File: src/wkt_pkg.sv
// Purpose: constants and carrier types for the wake-up timer block
// Assumes: avalon-mm register bus with 32-bit data, one register per word
// Notes:   printed offsets are register indices; byte address is index times four
package wkt_pkg;

  // register indices
  localparam logic [7:0] IDX_T3_COUNT_LOW   = 8'h22;
  localparam logic [7:0] IDX_CONTROL        = 8'h23;
  localparam logic [7:0] IDX_RELOAD_HIGH    = 8'h24;
  localparam logic [7:0] IDX_RELOAD_LOW     = 8'h25;
  localparam logic [7:0] IDX_COUNT_HIGH     = 8'h26;
  localparam logic [7:0] IDX_COUNT_LOW      = 8'h27;
  localparam logic [7:0] IDX_IRQ_STATUS     = 8'h30;
  localparam logic [7:0] IDX_IRQ_MASK       = 8'h31;
  localparam logic [7:0] IDX_DETECT_CTRL    = 8'h32;
  localparam logic [7:0] IDX_POWER_STATUS   = 8'h33;

  // control byte fields
  localparam int CTL_ACTIVE_BIT  = 7;
  localparam int CTL_STROBE_BIT  = 6;
  localparam int CTL_TRIM_BIT    = 5;
  localparam int CTL_DETECT_BIT  = 4;
  localparam int CTL_RELOAD_BIT  = 3;
  localparam int CTL_WAKE_BIT    = 2;
  localparam int CTL_TICK_LSB    = 0;

  // interrupt status fields
  localparam int IRQ_EXPIRY_BIT  = 0;
  localparam int IRQ_CARD_BIT    = 1;
  localparam int IRQ_TRIM_BIT    = 2;

  // detect control fields
  localparam int DCT_STAY_BIT    = 0;
  localparam int DCT_SLEEP_BIT   = 1;

  // reset values
  localparam logic [15:0] RST_RELOAD   = 16'h0000;
  localparam logic [5:0]  RST_CONFIG   = 6'h00;
  localparam logic [2:0]  RST_IRQ_MASK = 3'h0;
  localparam logic [1:0]  RST_DETECT   = 2'h0;

  // tick divider ratios
  localparam logic [4:0] DIV_BY_8  = 5'h07;
  localparam logic [4:0] DIV_BY_16 = 5'h0f;
  localparam logic [4:0] DIV_BY_32 = 5'h1f;

  typedef enum logic [1:0]
  {
    WKT_IDLE   = 2'b00,
    WKT_COUNT  = 2'b01,
    WKT_DETECT = 2'b10
  } wkt_phase_t;

  typedef struct packed
  {
    logic        trim;
    logic        detect;
    logic        reload;
    logic        wake;
    logic [1:0]  tick_sel;
  } wkt_config_t;

  typedef struct packed
  {
    logic [31:0] readdata;
    logic        readdatavalid;
    logic        waitrequest;
  } wkt_bus_resp_t;

  typedef struct packed
  {
    wkt_phase_t     phase;
    wkt_config_t    cfg;
    logic [15:0]    reload;
    logic [15:0]    count;
    logic [4:0]     prescale;
    logic [2:0]     irq_status;
    logic [2:0]     irq_mask;
    logic [1:0]     detect_ctrl;
    logic           powered_down;
    logic           irq;
    logic           wake_pulse;
    logic           trim_pulse;
    logic           detect_pulse;
    logic           field_on;
    logic           busy;
    logic           active;
    logic [1:0]     lfo_sync;
    logic           lfo_prev;
    logic [1:0]     cres_sync;
    logic [1:0]     cpres_sync;
    wkt_bus_resp_t  bus;
  } wkt_state_t;

endpackage : wkt_pkg

File: src/wkt_timer.sv
// Purpose: wake-up timer with trim and card detect launch, avalon-mm register slave
// Assumes: lfo_in is asynchronous; detection engine and timer 3 lie outside
// Notes:   one packed state struct, one always_comb, one always_ff
//
// Functional notes
// start event loads the 16-bit counter from the two reload bytes.
// reload byte writes affect only the next start event.
// control bit 7 reads back the live running state.
// a control write changes the running bit only when it also sets strobe bit 6.
// bit 5 set: each underflow launches an oscillator trimming procedure.
// software configures a trim timer and avoids timer 3 with detect on.
// bit 4 set: each underflow starts a card detection sequence.
// card found: raise interrupt and stay active when enabled.
// no card: return to power-down when enabled.
// after detection the countdown restarts immediately.
// field stays on for the timer 3 window during detection.
// bit 3 set reloads at zero; clear stops at zero.
// every underflow sets the expiry interrupt flag.
// bit 2 set: underflow wakes the chip from power-down.
// software sets wake bit to return to power-down after procedures.
// bits 1:0 choose tick: oscillator, /8, /16, /32.
// two read-only bytes return the live counter high and low.
// host avoids reading timer 3 low byte during reception.
// decrement once per tick while running; reaching zero is underflow; hold when stopped.
//
// The implementer's own choice: the Avalon-MM slave port.
module wkt_timer
(
  input  wire logic        mclk_in,
  input  wire logic        reset_in,
  input  wire logic [9:0]  address_in,
  input  wire logic        read_in,
  input  wire logic        write_in,
  input  wire logic [31:0] writedata_in,
  input  wire logic [3:0]  byteenable_in,
  output logic [31:0]      readdata_out,
  output logic             waitrequest_out,
  output logic             readdatavalid_out,
  input  wire logic        lfo_in,
  input  wire logic [7:0]  timer3_count_low_in,
  input  wire logic        timer3_window_in,
  input  wire logic        card_result_in,
  input  wire logic        card_present_in,
  input  wire logic        power_down_req_in,
  output logic             irq_out,
  output logic             wake_out,
  output logic             trim_start_out,
  output logic             detect_start_out,
  output logic             field_on_out,
  output logic             power_down_out,
  output logic             timer_active_flag_out
);

  wkt_pkg::wkt_state_t s_q;
  wkt_pkg::wkt_state_t s_d;

  logic        lfo_rise;
  logic        tick;
  logic        underflow;
  logic [4:0]  div_max;
  logic [7:0]  reg_idx;
  logic        access_ok;
  logic        wr_acc;
  logic        rd_acc;
  logic [7:0]  ctl_rd;
  logic [7:0]  rd_byte;
  logic [7:0]  wdat;
  logic        card_done;
  logic        running;
  logic [2:0]  irq_set;
  logic        status_clr;

  always_comb
  begin
    s_d = s_q;
    s_d.wake_pulse = 1'b0;
    s_d.trim_pulse = 1'b0;
    s_d.detect_pulse = 1'b0;
    s_d.bus.readdatavalid = 1'b0;
    irq_set = 3'h0;
    status_clr = 1'b0;

    // synchronisers: first stage is read only by the second
    s_d.lfo_sync = {s_q.lfo_sync[0], lfo_in};
    s_d.lfo_prev = s_q.lfo_sync[1];
    s_d.cres_sync = {s_q.cres_sync[0], card_result_in};
    s_d.cpres_sync = {s_q.cpres_sync[0], card_present_in};
    lfo_rise = s_q.lfo_sync[1] & ~s_q.lfo_prev;
    card_done = s_q.cres_sync[1];

    case (s_q.cfg.tick_sel)
      2'b01:   div_max = wkt_pkg::DIV_BY_8;
      2'b10:   div_max = wkt_pkg::DIV_BY_16;
      2'b11:   div_max = wkt_pkg::DIV_BY_32;
      default: div_max = 5'h00;
    endcase

    running = (s_q.phase != wkt_pkg::WKT_IDLE);
    tick = 1'b0;
    if (lfo_rise)
    begin
      if (s_q.prescale >= div_max)
      begin
        s_d.prescale = 5'h00;
        tick = 1'b1;
      end
      else
      begin
        s_d.prescale = s_q.prescale + 5'h01;
      end
    end

    underflow = 1'b0;
    case (s_q.phase)
      wkt_pkg::WKT_COUNT:
      begin
        if (tick)
        begin
          if (s_q.count == 16'h0000 || s_q.count == 16'h0001)
          begin
            underflow = 1'b1;
            s_d.count = 16'h0000;
          end
          else
          begin
            s_d.count = s_q.count - 16'h0001;
          end
        end
      end
      wkt_pkg::WKT_DETECT:
      begin
        s_d.field_on = timer3_window_in;
        if (card_done)
        begin
          s_d.field_on = 1'b0;
          s_d.count = s_q.reload;
          s_d.phase = wkt_pkg::WKT_COUNT;
          if (s_q.cpres_sync[1])
          begin
            irq_set[wkt_pkg::IRQ_CARD_BIT] = 1'b1;
            if (s_q.detect_ctrl[wkt_pkg::DCT_STAY_BIT])
            begin
              s_d.powered_down = 1'b0;
            end
          end
          else if (s_q.detect_ctrl[wkt_pkg::DCT_SLEEP_BIT] && s_q.cfg.wake)
          begin
            s_d.powered_down = 1'b1;
          end
        end
      end
      default: ;
    endcase

    if (underflow)
    begin
      irq_set[wkt_pkg::IRQ_EXPIRY_BIT] = 1'b1;
      if (s_q.cfg.wake)
      begin
        s_d.wake_pulse = 1'b1;
        s_d.powered_down = 1'b0;
      end
      if (s_q.cfg.trim)
      begin
        s_d.trim_pulse = 1'b1;
        irq_set[wkt_pkg::IRQ_TRIM_BIT] = 1'b1;
      end
      if (s_q.cfg.detect)
      begin
        s_d.detect_pulse = 1'b1;
        s_d.field_on = timer3_window_in;
        s_d.phase = wkt_pkg::WKT_DETECT;
      end
      else if (s_q.cfg.reload)
      begin
        s_d.count = s_q.reload;
      end
      else
      begin
        s_d.phase = wkt_pkg::WKT_IDLE;
      end
    end

    if (power_down_req_in)
    begin
      s_d.powered_down = 1'b1;
    end

    // bus slave: one wait cycle, answer on the second
    reg_idx = address_in[9:2];
    wdat = writedata_in[7:0];
    access_ok = (read_in | write_in) & s_q.bus.waitrequest & ~s_q.busy;
    // a write lands at the edge where the master sees waitrequest low
    wr_acc = write_in & ~s_q.bus.waitrequest & byteenable_in[0];
    rd_acc = access_ok & read_in;
    s_d.busy = access_ok;
    s_d.bus.waitrequest = ~((read_in | write_in) & s_q.bus.waitrequest & ~s_q.busy);

    ctl_rd = {running, 1'b0, s_q.cfg.trim, s_q.cfg.detect, s_q.cfg.reload,
              s_q.cfg.wake, s_q.cfg.tick_sel};
    case (reg_idx)
      wkt_pkg::IDX_T3_COUNT_LOW: rd_byte = timer3_count_low_in;
      wkt_pkg::IDX_CONTROL:      rd_byte = ctl_rd;
      wkt_pkg::IDX_RELOAD_HIGH:  rd_byte = s_q.reload[15:8];
      wkt_pkg::IDX_RELOAD_LOW:   rd_byte = s_q.reload[7:0];
      wkt_pkg::IDX_COUNT_HIGH:   rd_byte = s_q.count[15:8];
      wkt_pkg::IDX_COUNT_LOW:    rd_byte = s_q.count[7:0];
      wkt_pkg::IDX_IRQ_STATUS:   rd_byte = {5'h00, s_q.irq_status};
      wkt_pkg::IDX_IRQ_MASK:     rd_byte = {5'h00, s_q.irq_mask};
      wkt_pkg::IDX_DETECT_CTRL:  rd_byte = {6'h00, s_q.detect_ctrl};
      wkt_pkg::IDX_POWER_STATUS: rd_byte = {7'h00, s_q.powered_down};
      default:                   rd_byte = 8'h00;
    endcase

    if (rd_acc)
    begin
      s_d.bus.readdata = {24'h00_0000, rd_byte};
      s_d.bus.readdatavalid = 1'b1;
      if (reg_idx == wkt_pkg::IDX_IRQ_STATUS)
      begin
        status_clr = 1'b1;
      end
    end

    if (wr_acc)
    begin
      case (reg_idx)
        wkt_pkg::IDX_CONTROL:
        begin
          s_d.cfg.trim = wdat[wkt_pkg::CTL_TRIM_BIT];
          s_d.cfg.detect = wdat[wkt_pkg::CTL_DETECT_BIT];
          s_d.cfg.reload = wdat[wkt_pkg::CTL_RELOAD_BIT];
          s_d.cfg.wake = wdat[wkt_pkg::CTL_WAKE_BIT];
          s_d.cfg.tick_sel = wdat[wkt_pkg::CTL_TICK_LSB +: 2];
          if (wdat[wkt_pkg::CTL_STROBE_BIT])
          begin
            if (wdat[wkt_pkg::CTL_ACTIVE_BIT])
            begin
              s_d.phase = wkt_pkg::WKT_COUNT;
              s_d.count = s_q.reload;
              s_d.prescale = 5'h00;
            end
            else
            begin
              s_d.phase = wkt_pkg::WKT_IDLE;
              s_d.field_on = 1'b0;
            end
          end
        end
        wkt_pkg::IDX_RELOAD_HIGH: s_d.reload[15:8] = wdat;
        wkt_pkg::IDX_RELOAD_LOW:  s_d.reload[7:0] = wdat;
        wkt_pkg::IDX_IRQ_MASK:    s_d.irq_mask = wdat[2:0];
        wkt_pkg::IDX_DETECT_CTRL: s_d.detect_ctrl = wdat[1:0];
        default: ;
      endcase
    end

    // read clears, but an event in the same cycle stays set
    s_d.irq_status = (status_clr ? 3'h0 : s_q.irq_status) | irq_set;
    s_d.irq = |(s_d.irq_status & s_d.irq_mask);
    s_d.active = (s_d.phase != wkt_pkg::WKT_IDLE);
  end

  always_ff @(posedge mclk_in)
  begin
    if (reset_in)
    begin
      s_q <= '0;
      s_q.phase <= wkt_pkg::WKT_IDLE;
      s_q.cfg <= wkt_pkg::RST_CONFIG;
      s_q.reload <= wkt_pkg::RST_RELOAD;
      s_q.irq_mask <= wkt_pkg::RST_IRQ_MASK;
      s_q.detect_ctrl <= wkt_pkg::RST_DETECT;
      s_q.bus.waitrequest <= 1'b1;
    end
    else
    begin
      s_q <= s_d;
    end
  end

  assign readdata_out = s_q.bus.readdata;
  assign waitrequest_out = s_q.bus.waitrequest;
  assign readdatavalid_out = s_q.bus.readdatavalid;
  assign irq_out = s_q.irq;
  assign wake_out = s_q.wake_pulse;
  assign trim_start_out = s_q.trim_pulse;
  assign detect_start_out = s_q.detect_pulse;
  assign field_on_out = s_q.field_on;
  assign power_down_out = s_q.powered_down;
  assign timer_active_flag_out = s_q.active;

endmodule : wkt_timer

File: config.mk
export PLATFORM = sky130hd
export DESIGN_NAME = wkt_timer
export DESIGN_NICKNAME = d
export VERILOG_FILES = /design/src/wkt_pkg.sv /design/src/wkt_timer.sv
export SDC_FILE = /design/constraint.sdc
export NUM_CORES = 1
export LEC_CHECK = 0
export ABC_AREA = 1
export BUFFER_PORTS_ARGS = -buffer_cell sky130_fd_sc_hd__buf_2
export CELL_PAD_IN_SITES_DETAIL_PLACEMENT = 1
export CELL_PAD_IN_SITES_GLOBAL_PLACEMENT = 2
export CORE_MARGIN = 4
export CORE_UTILIZATION = 27
export CTS_BUF_LIST = sky130_fd_sc_hd__clkbuf_4 sky130_fd_sc_hd__clkbuf_8
export CTS_CLUSTER_SIZE = 40
export DETAILED_ROUTE_END_ITERATION = 16
export GPL_ROUTABILITY_DRIVEN = 0
export GPL_TIMING_DRIVEN = 0
export HOLD_SLACK_MARGIN = 0.08
export MAX_ROUTING_LAYER = met4
export PLACE_DENSITY = 0.8
export SYNTH_ARGS = -nofsm -noshare
export SYNTH_HDL_FRONTEND = slang
export SYNTH_SLANG_ARGS = --single-unit
File: constraint.sdc
create_clock -name mclk_in -period 2.1 [get_ports mclk_in]
set_clock_uncertainty 0.1 [all_clocks]
set_input_delay 0 -clock mclk_in [delete_from_list [all_inputs] [get_ports mclk_in]]
set_output_delay 0 -clock mclk_in [all_outputs]
set_load 0.05 [all_outputs]
==> results.cfg, run 1 <==
[critical_path]
worstPathRequired_ns = 2.32
critPathKind = reg2reg
reg2reg_from = ctl_rd[1]$_SDFFE_PP0P_
cpMostUsedCell = nand2_1
worstPathArrival_ns = 2.56
crit_start = ctl_rd[1]$_SDFFE_PP0P_
crit_fanout = 6
cp-end-kind = register
critPathLaunchType = register
crit_slowest_cell = dfxtp_4
cp_cell_sequence = buf_4 -> inv_1 -> ha_1 -> inv_1 -> nor2_1 -> nand2_1 -> nand2_1 -> nand2_1 -> nand2_2 -> buf_8 -> nand4_4 -> o21bai_4 -> buf_6 -> nand2_2 -> a21oi_2
crit_path_max_incr_delay_ns = 0.39

[floorplanning]
ios = 104
core_um2 = 17960
fp.dieH_um = 143.2
fp.dieW_um = 143.2
die_area_um2 = 20510
start_util_pct = 27.48
fp-row-count = 49

[global_route]
grt_pass1_wl_mm = 30.42
grt_overflow_total = 0
grt_pass1_vias = 5547
grt_util_all_layers_pct = 19.85
antenna_found_initial = 0
grt_max_degree = 17

[clocking]
cts.path.max_buffers = 2
cts_tree = yes
clk_pin_slew_ns = 0.10
cts.sinks = 78
cts_made_buffers = 9
clock_latency_ns = 0.39
clock_tree.root_cell = clkbuf_8
htreeDepth = 3

[drt]
wl_mm = 19.81
drtAntennaViolNets = 0
wl_per_cell_um = 17.64
vias_per_cell = 4.890
drt_iter0_drc = 383
vias = 5492
first_pass_iters = 5
post-route-drc-count = 0

[final_layout]
drive_gt1_share_pct = 24.72
multiInputGateArea_um2 = 2998
nNetsFinal = 963
syn_to_final_growth_pct = 32.54
nFillCells = 2333
final_common_cell = nand2_1
n_antenna_cell = 0
seqCellArea_um2 = 1569
final_cell_mix = nand2_1, inv_1, nand3_1, dfxtp_1, nor2_1

[sta]
setup_slack_ns = -0.2405
setup_violations = 28
drv_slew = 0
fmax_mhz = 427.3
fin_crit_sh_pct = 111.5
worst_hold_slack_ns = 0.1080
hold_violations = 0
fin_crit_ns = 2.340
tightestPinTransition_ns = 0.9750
maxSlewHeadroom_pct = 35.00
rsz0062_at_grt = yes

[logic_synthesis]
synth_top_cell_by_area = dfxtp_1
synth-xor-area-share_pct = 0.7096
synth_ff_type = dfxtp_1
syn_inst = 758
synth_area_leaders = dfxtp_1, nand2_1, nand3_1, inv_1, nor2_1
synthSimpleGateAreaFrac_pct = 32.74
synth_area_um2 = 4937
syn_avg_cell_area_um2 = 6.514
synth_compound_area_share_pct = 17.18
synth_edf_count = 0
async_flop_share_pct = 0
synth_top_area_share_pct = 31.63
synth_fa_ha_area_share_pct = 2.788
synth_seq_area_share_pct = 31.63
synth_top_family_by_area = simple AND/OR/NAND/NOR gates
synth_warnings = 0
synth-seq-cells = 78
ys_types = 43
synth.area.mux_share_pct = 0

[status]
violations = negative setup slack
status = complete, but fails checks

[power_and_ir_drop]
finalPower_uw = 3186
irDropWorstVdd_uv = 317.9
power.density_nw_per_um2 = 486.9
p_leak_uw = 0.002979

[job]
maxCapViolCount = 0

[hold_path]
hold_path.class = in2reg
hold_start = address_in[2]

[placement]
io_buffers = 49
hpwl_mm = 14.50
## through the flow
| stage | TNS (ns) | worst slack [ns] | instance area (um2) | utilization [%] | std cells |
|---|---|---|---|---|---|
| after floorplan | 0 | 0.05761 | 5024 | - | 781 |
| after global placement | -8.332 | -0.4715 | 5555 | 30.93 | 1059 |
| after detailed placement | -9.426 | -0.5162 | 5555 | 30.93 | 1059 |
| after CTS | -3.148 | -0.1860 | 6299 | 35.06 | 1117 |
| after global routing | -8.248 | -0.3604 | 6544 | 36.43 | 1123 |
| final | -3.798 | -0.2405 | 6544 | 36.43 | 1123 |
## synthesized netlist by cell type (6+ instances only)
cell / n
nor3_1: 8
a21oi_1: 56
dfxtp_1: 78
o21ai_0: 47
a22oi_1: 10
ha_1: 11
clkbuf_1: 17
buf_4: 33
nand2_1: 157
nor2_1: 87
a221oi_1: 6
nand3_1: 83
nand4_1: 7
inv_1: 88
o22ai_1: 7
o21ai_1: 11
## logic make-up after synthesis
| logic type | after synthesis |
|---|---|
| AND/OR/NAND/NOR | 363 |
| buffers and inverters | 152 |
| AO/OA/AOI/OAI | 149 |
| flip-flops | 78 |
| adder cells (fa/ha/maj) | 11 |
| XOR/XNOR | 4 |
| other | 1 |
## state kept, by name, summed over array words and instances (netlist names)
signal / cells
s_q: 50
readdatavalid_out: 1
trim_start_out: 1
field_on_out: 1
readdata_out: 8
power_down_out: 1
detect_start_out: 1
card_done: 1
wake_out: 1
timer_active_flag_out: 1
s_d: 4
waitrequest_out: 1
ctl_rd: 6
irq_out: 1
## path summary, 6_finish.rpt
check,to,slack (ns),depth (start not counted)
max reg2reg,s_q[73]$_SDFF_PP0_,-0.24,15
max,s_q[73]$_SDFF_PP0_,-0.24,15
min,s_q[56]$_SDFF_PP0_,0.11,7
min reg2reg,s_q[35]$_SDFF_PP0_,0.31,2
## cell type report
cell class	instances	share of cell area, %
repair buffers	97	10.98
well taps	229	4.379
clock buffers	9	1.893
plain buffers	57	6.138
flip-flops and latches	78	23.98
inverters	94	5.526
clock inverters	7	1.300
multi-input cells	552	45.81
## worst max-delay path: cells and delay by family (launching register included)
family                     cells  cell delay, ns
AOI/OAI and AO/OA              2            0.39
adders and majority gates      1            0.28
buffers and inverters          5            0.53
DFF                            1            0.39
and+or+nand+nor                7            0.56
## repair_timing
action,4_1_cts,5_1_grt
hold endpoints to repair,49,0
gates resized for setup,45,59
endpoints found under the setup margin,32,36
hold buffers,26,0
buffers inserted,15,5
pin swaps,10,14
cloned,2,2
## power by group
part | internal, uW | total (uW) | switching [uW]
Combinational | 144 | 425 | 281
Clock | 579 | 1260 | 684
Sequential | 1490 | 1500 | 8.22
Total | 2210 | 3190 | 974
## metal layers
metal / GRT usage (%) / part of all wire [%]
met4: 3.915 / 1.6
met5: - / 0
met2: 32.10 / 47
met3: 3.449 / 3.9
met1: 26.28 / 47
Note: power is estimated with default switching activity, not from simulation.
==> run 2: changes to the inputs <==
--- a/config.mk
+++ b/config.mk
@@ -5,12 +5,11 @@
 export SDC_FILE = /design/constraint.sdc
 export NUM_CORES = 1
 export LEC_CHECK = 0
-export ABC_AREA = 1
 export BUFFER_PORTS_ARGS = -buffer_cell sky130_fd_sc_hd__buf_2
 export CELL_PAD_IN_SITES_DETAIL_PLACEMENT = 1
 export CELL_PAD_IN_SITES_GLOBAL_PLACEMENT = 2
 export CORE_MARGIN = 4
-export CORE_UTILIZATION = 27
+export CORE_UTILIZATION = 30
 export CTS_BUF_LIST = sky130_fd_sc_hd__clkbuf_4 sky130_fd_sc_hd__clkbuf_8
 export CTS_CLUSTER_SIZE = 40
 export DETAILED_ROUTE_END_ITERATION = 16
@@ -18,7 +17,7 @@
 export GPL_TIMING_DRIVEN = 0
 export HOLD_SLACK_MARGIN = 0.08
 export MAX_ROUTING_LAYER = met4
-export PLACE_DENSITY = 0.8
+export PLACE_DENSITY = 0.81
 export SYNTH_ARGS = -nofsm -noshare
 export SYNTH_HDL_FRONTEND = slang
 export SYNTH_SLANG_ARGS = --single-unit
==> results.cfg, run 2 <==
[status]
status = complete, but fails checks
violations = negative setup slack

[critical_path]
cp-end-kind = register
critPathLaunchType = register
crit_path_max_incr_delay_ns = 0.54
worstPathRequired_ns = 2.33
cpMostUsedCell = or2_1
crit_slowest_cell = or4_4
critPathKind = reg2reg
worstPathArrival_ns = 2.81
cp_cell_sequence = or4_4 -> or2_4 -> and4bb_2 -> o211ai_1 -> or2_1 -> a221oi_2 -> or2_1
crit_fanout = 5

[hold_path]
hold_path.class = in2reg

[final_layout]
multiInputGateArea_um2 = 3080
nFillCells = 1798
fin_cells = 870
top_register = s_q
syn_to_final_growth_pct = 35.58
final_cell_mix = dfxtp_1, buf_2, buf_4, nor2_1, nand2_1
design_area_um2 = 6275
final_common_cell = dfxtp_1
seqCellArea_um2 = 1587
drive_gt1_share_pct = 34.16
largest_register_ffs = 50
n_antenna_cell = 0
nNetsFinal = 751

[drt]
post-route-drc-count = 0
wl_per_cell_um = 20.96
vias = 4725
drt_iter0_drc = 371
drtAntennaViolNets = 0
first_pass_iters = 7
vias_per_cell = 5.431
wl_mm = 18.23

[sta]
worst_hold_slack_ns = 0.09649
drv_slew = 0
tightestPinTransition_ns = 0.8122
setup_slack_ns = -0.4743
maxSlewHeadroom_pct = 45.86
fmax_mhz = 388.4
setup_violations = 27
rsz0062_at_grt = yes
fin_crit_sh_pct = 122.6
hold_violations = 0
fin_crit_ns = 2.574

[logic_synthesis]
synth_seq_area_share_pct = 33.74
synth_top_area_share_pct = 33.74
syn_avg_cell_area_um2 = 8.477
synth_top_cell_by_area = dfxtp_1
synth_area_leaders = dfxtp_1, mux2i_1, buf_4, nor2_1, nand2_1
ys_types = 76
synth_area_um2 = 4628
syn_inst = 546
synth.most_common_cell = dfxtp_1
async_flop_share_pct = 0
synth_warnings = 0
synth_ff_type = dfxtp_1
synth_common_cells = dfxtp_1, nor2_1, nand2_1
synth-seq-cells = 78
synth_edf_count = 0

[clocking]
cts.sinks = 78
cts.path.max_buffers = 2
cts_tree = yes
htreeDepth = 3
clock_tree.root_cell = clkbuf_8
clk_pin_slew_ns = 0.11
cts_made_buffers = 9
clock_latency_ns = 0.39

[power_and_ir_drop]
p_leak_uw = 0.002528
irDropWorstVdd_uv = 278.2
power.density_nw_per_um2 = 488.5

[floorplanning]
fp-row-count = 45
core_um2 = 15150
start_util_pct = 30.56
fp.dieH_um = 132.2
fp.dieW_um = 132.2
die_area_um2 = 17480
ios = 104

[placement]
hpwl_mm = 13.00
dp.cells = 805
post_dp_cell_area_um2 = 5301
io_buffers = 48

[global_route]
grt_util_all_layers_pct = 20.95
grt_pass1_vias = 4970
grt_pass1_wl_mm = 28.08
antenna_found_initial = 0
grt_overflow_total = 0
grt_max_degree = 17

[job]
maxCapViolCount = 0
run 2: cell count changes in the layout (fill, tap and decap cells not counted), moves of 8 or more:
cell     change
nor2_2      -10
inv_1       -66
a22o_1       +8
nor2b_1     +14
nand2_1     -99
mux2i_1     +27
o21ai_0     -29
nand3_1     -67
nor2_1      -26
a21oi_1     -27
run 2: routing by layer:
layer / track usage (%) / routed length (um)
met1: 25.50 / 7793
met2: 34.81 / 8843
met3: 3.817 / 1101
met4: 7.621 / 493
met5: - / 0
run 2: power by group:
| group | internal (uW) | leakage, uW | switching (uW) |
|---|---|---|---|
| logic | 138 | 0.00180 | 277 |
| clock network | 458 | 0.0000943 | 699 |
| registers | 1490 | 0.000636 | 7.40 |
run 2: critical path, delay by kind of cell, from the launching register on:
family,cells,cell delay (ns)
AND/OR/NAND/NOR,5,1.62
flip-flops,1,0.36
AO/OA/AOI/OAI,2,0.46
run 2: final cells by class:
cell class	count	share of cell area [%]
multi-input cells	409	49.09
flip-flops and latches	78	25.28
repair buffers	100	11.67
plain buffers	60	6.062
well taps	188	3.749
clock buffers	9	1.974
inverters	19	1.137
clock inverters	7	1.037
run 2: timing repair:
action,in CTS,in global routing
setup endpoints to repair,40,50
resized for setup,54,41
hold endpoints to repair,45,0
gates cloned,0,0
hold buffers,21,0
pin swaps,35,26
buffers inserted,28,3
run 2: metrics by stage:
step                      power (uW)  setup WS, ns  TNS [ns]  util, %
after floorplan                 1792       -0.3030    -3.673        -
after global placement          1893       -0.7259    -18.18    35.00
after detailed placement        1899       -0.7738    -21.25    35.00
after CTS                       3084       -0.4593    -9.255    40.15
after global routing            3175       -0.5511    -11.71    41.43
final                           3065       -0.4743    -9.573    41.43
run 2: cells by family after synthesis:
logic type | Yosys count | synth area share (%)
flops | 78 | 33.74
xor+xnor | 4 | 0.7571
compound gates | 137 | 21.84
simple gates | 197 | 21.84
buf+inv | 82 | 9.516
other cells | 1 | 0.08103
fa+ha+maj | 11 | 2.974
mux | 36 | 9.246
run 2: worst paths after layout:
kind	start	end	slack, ns	cells after the start
setup / recovery	s_q[72]$_SDFF_PP0_	timer_active_flag_out$_SDFF_PP0_	-0.47	7
hold / removal	byteenable_in[0]	s_q[49]$_SDFFE_PP0P_	0.1	6
setup reg to reg	s_q[72]$_SDFF_PP0_	timer_active_flag_out$_SDFF_PP0_	-0.47	7
hold reg to reg	s_d[35]$_SDFF_PP0_	s_q[35]$_SDFF_PP0_	0.34	1
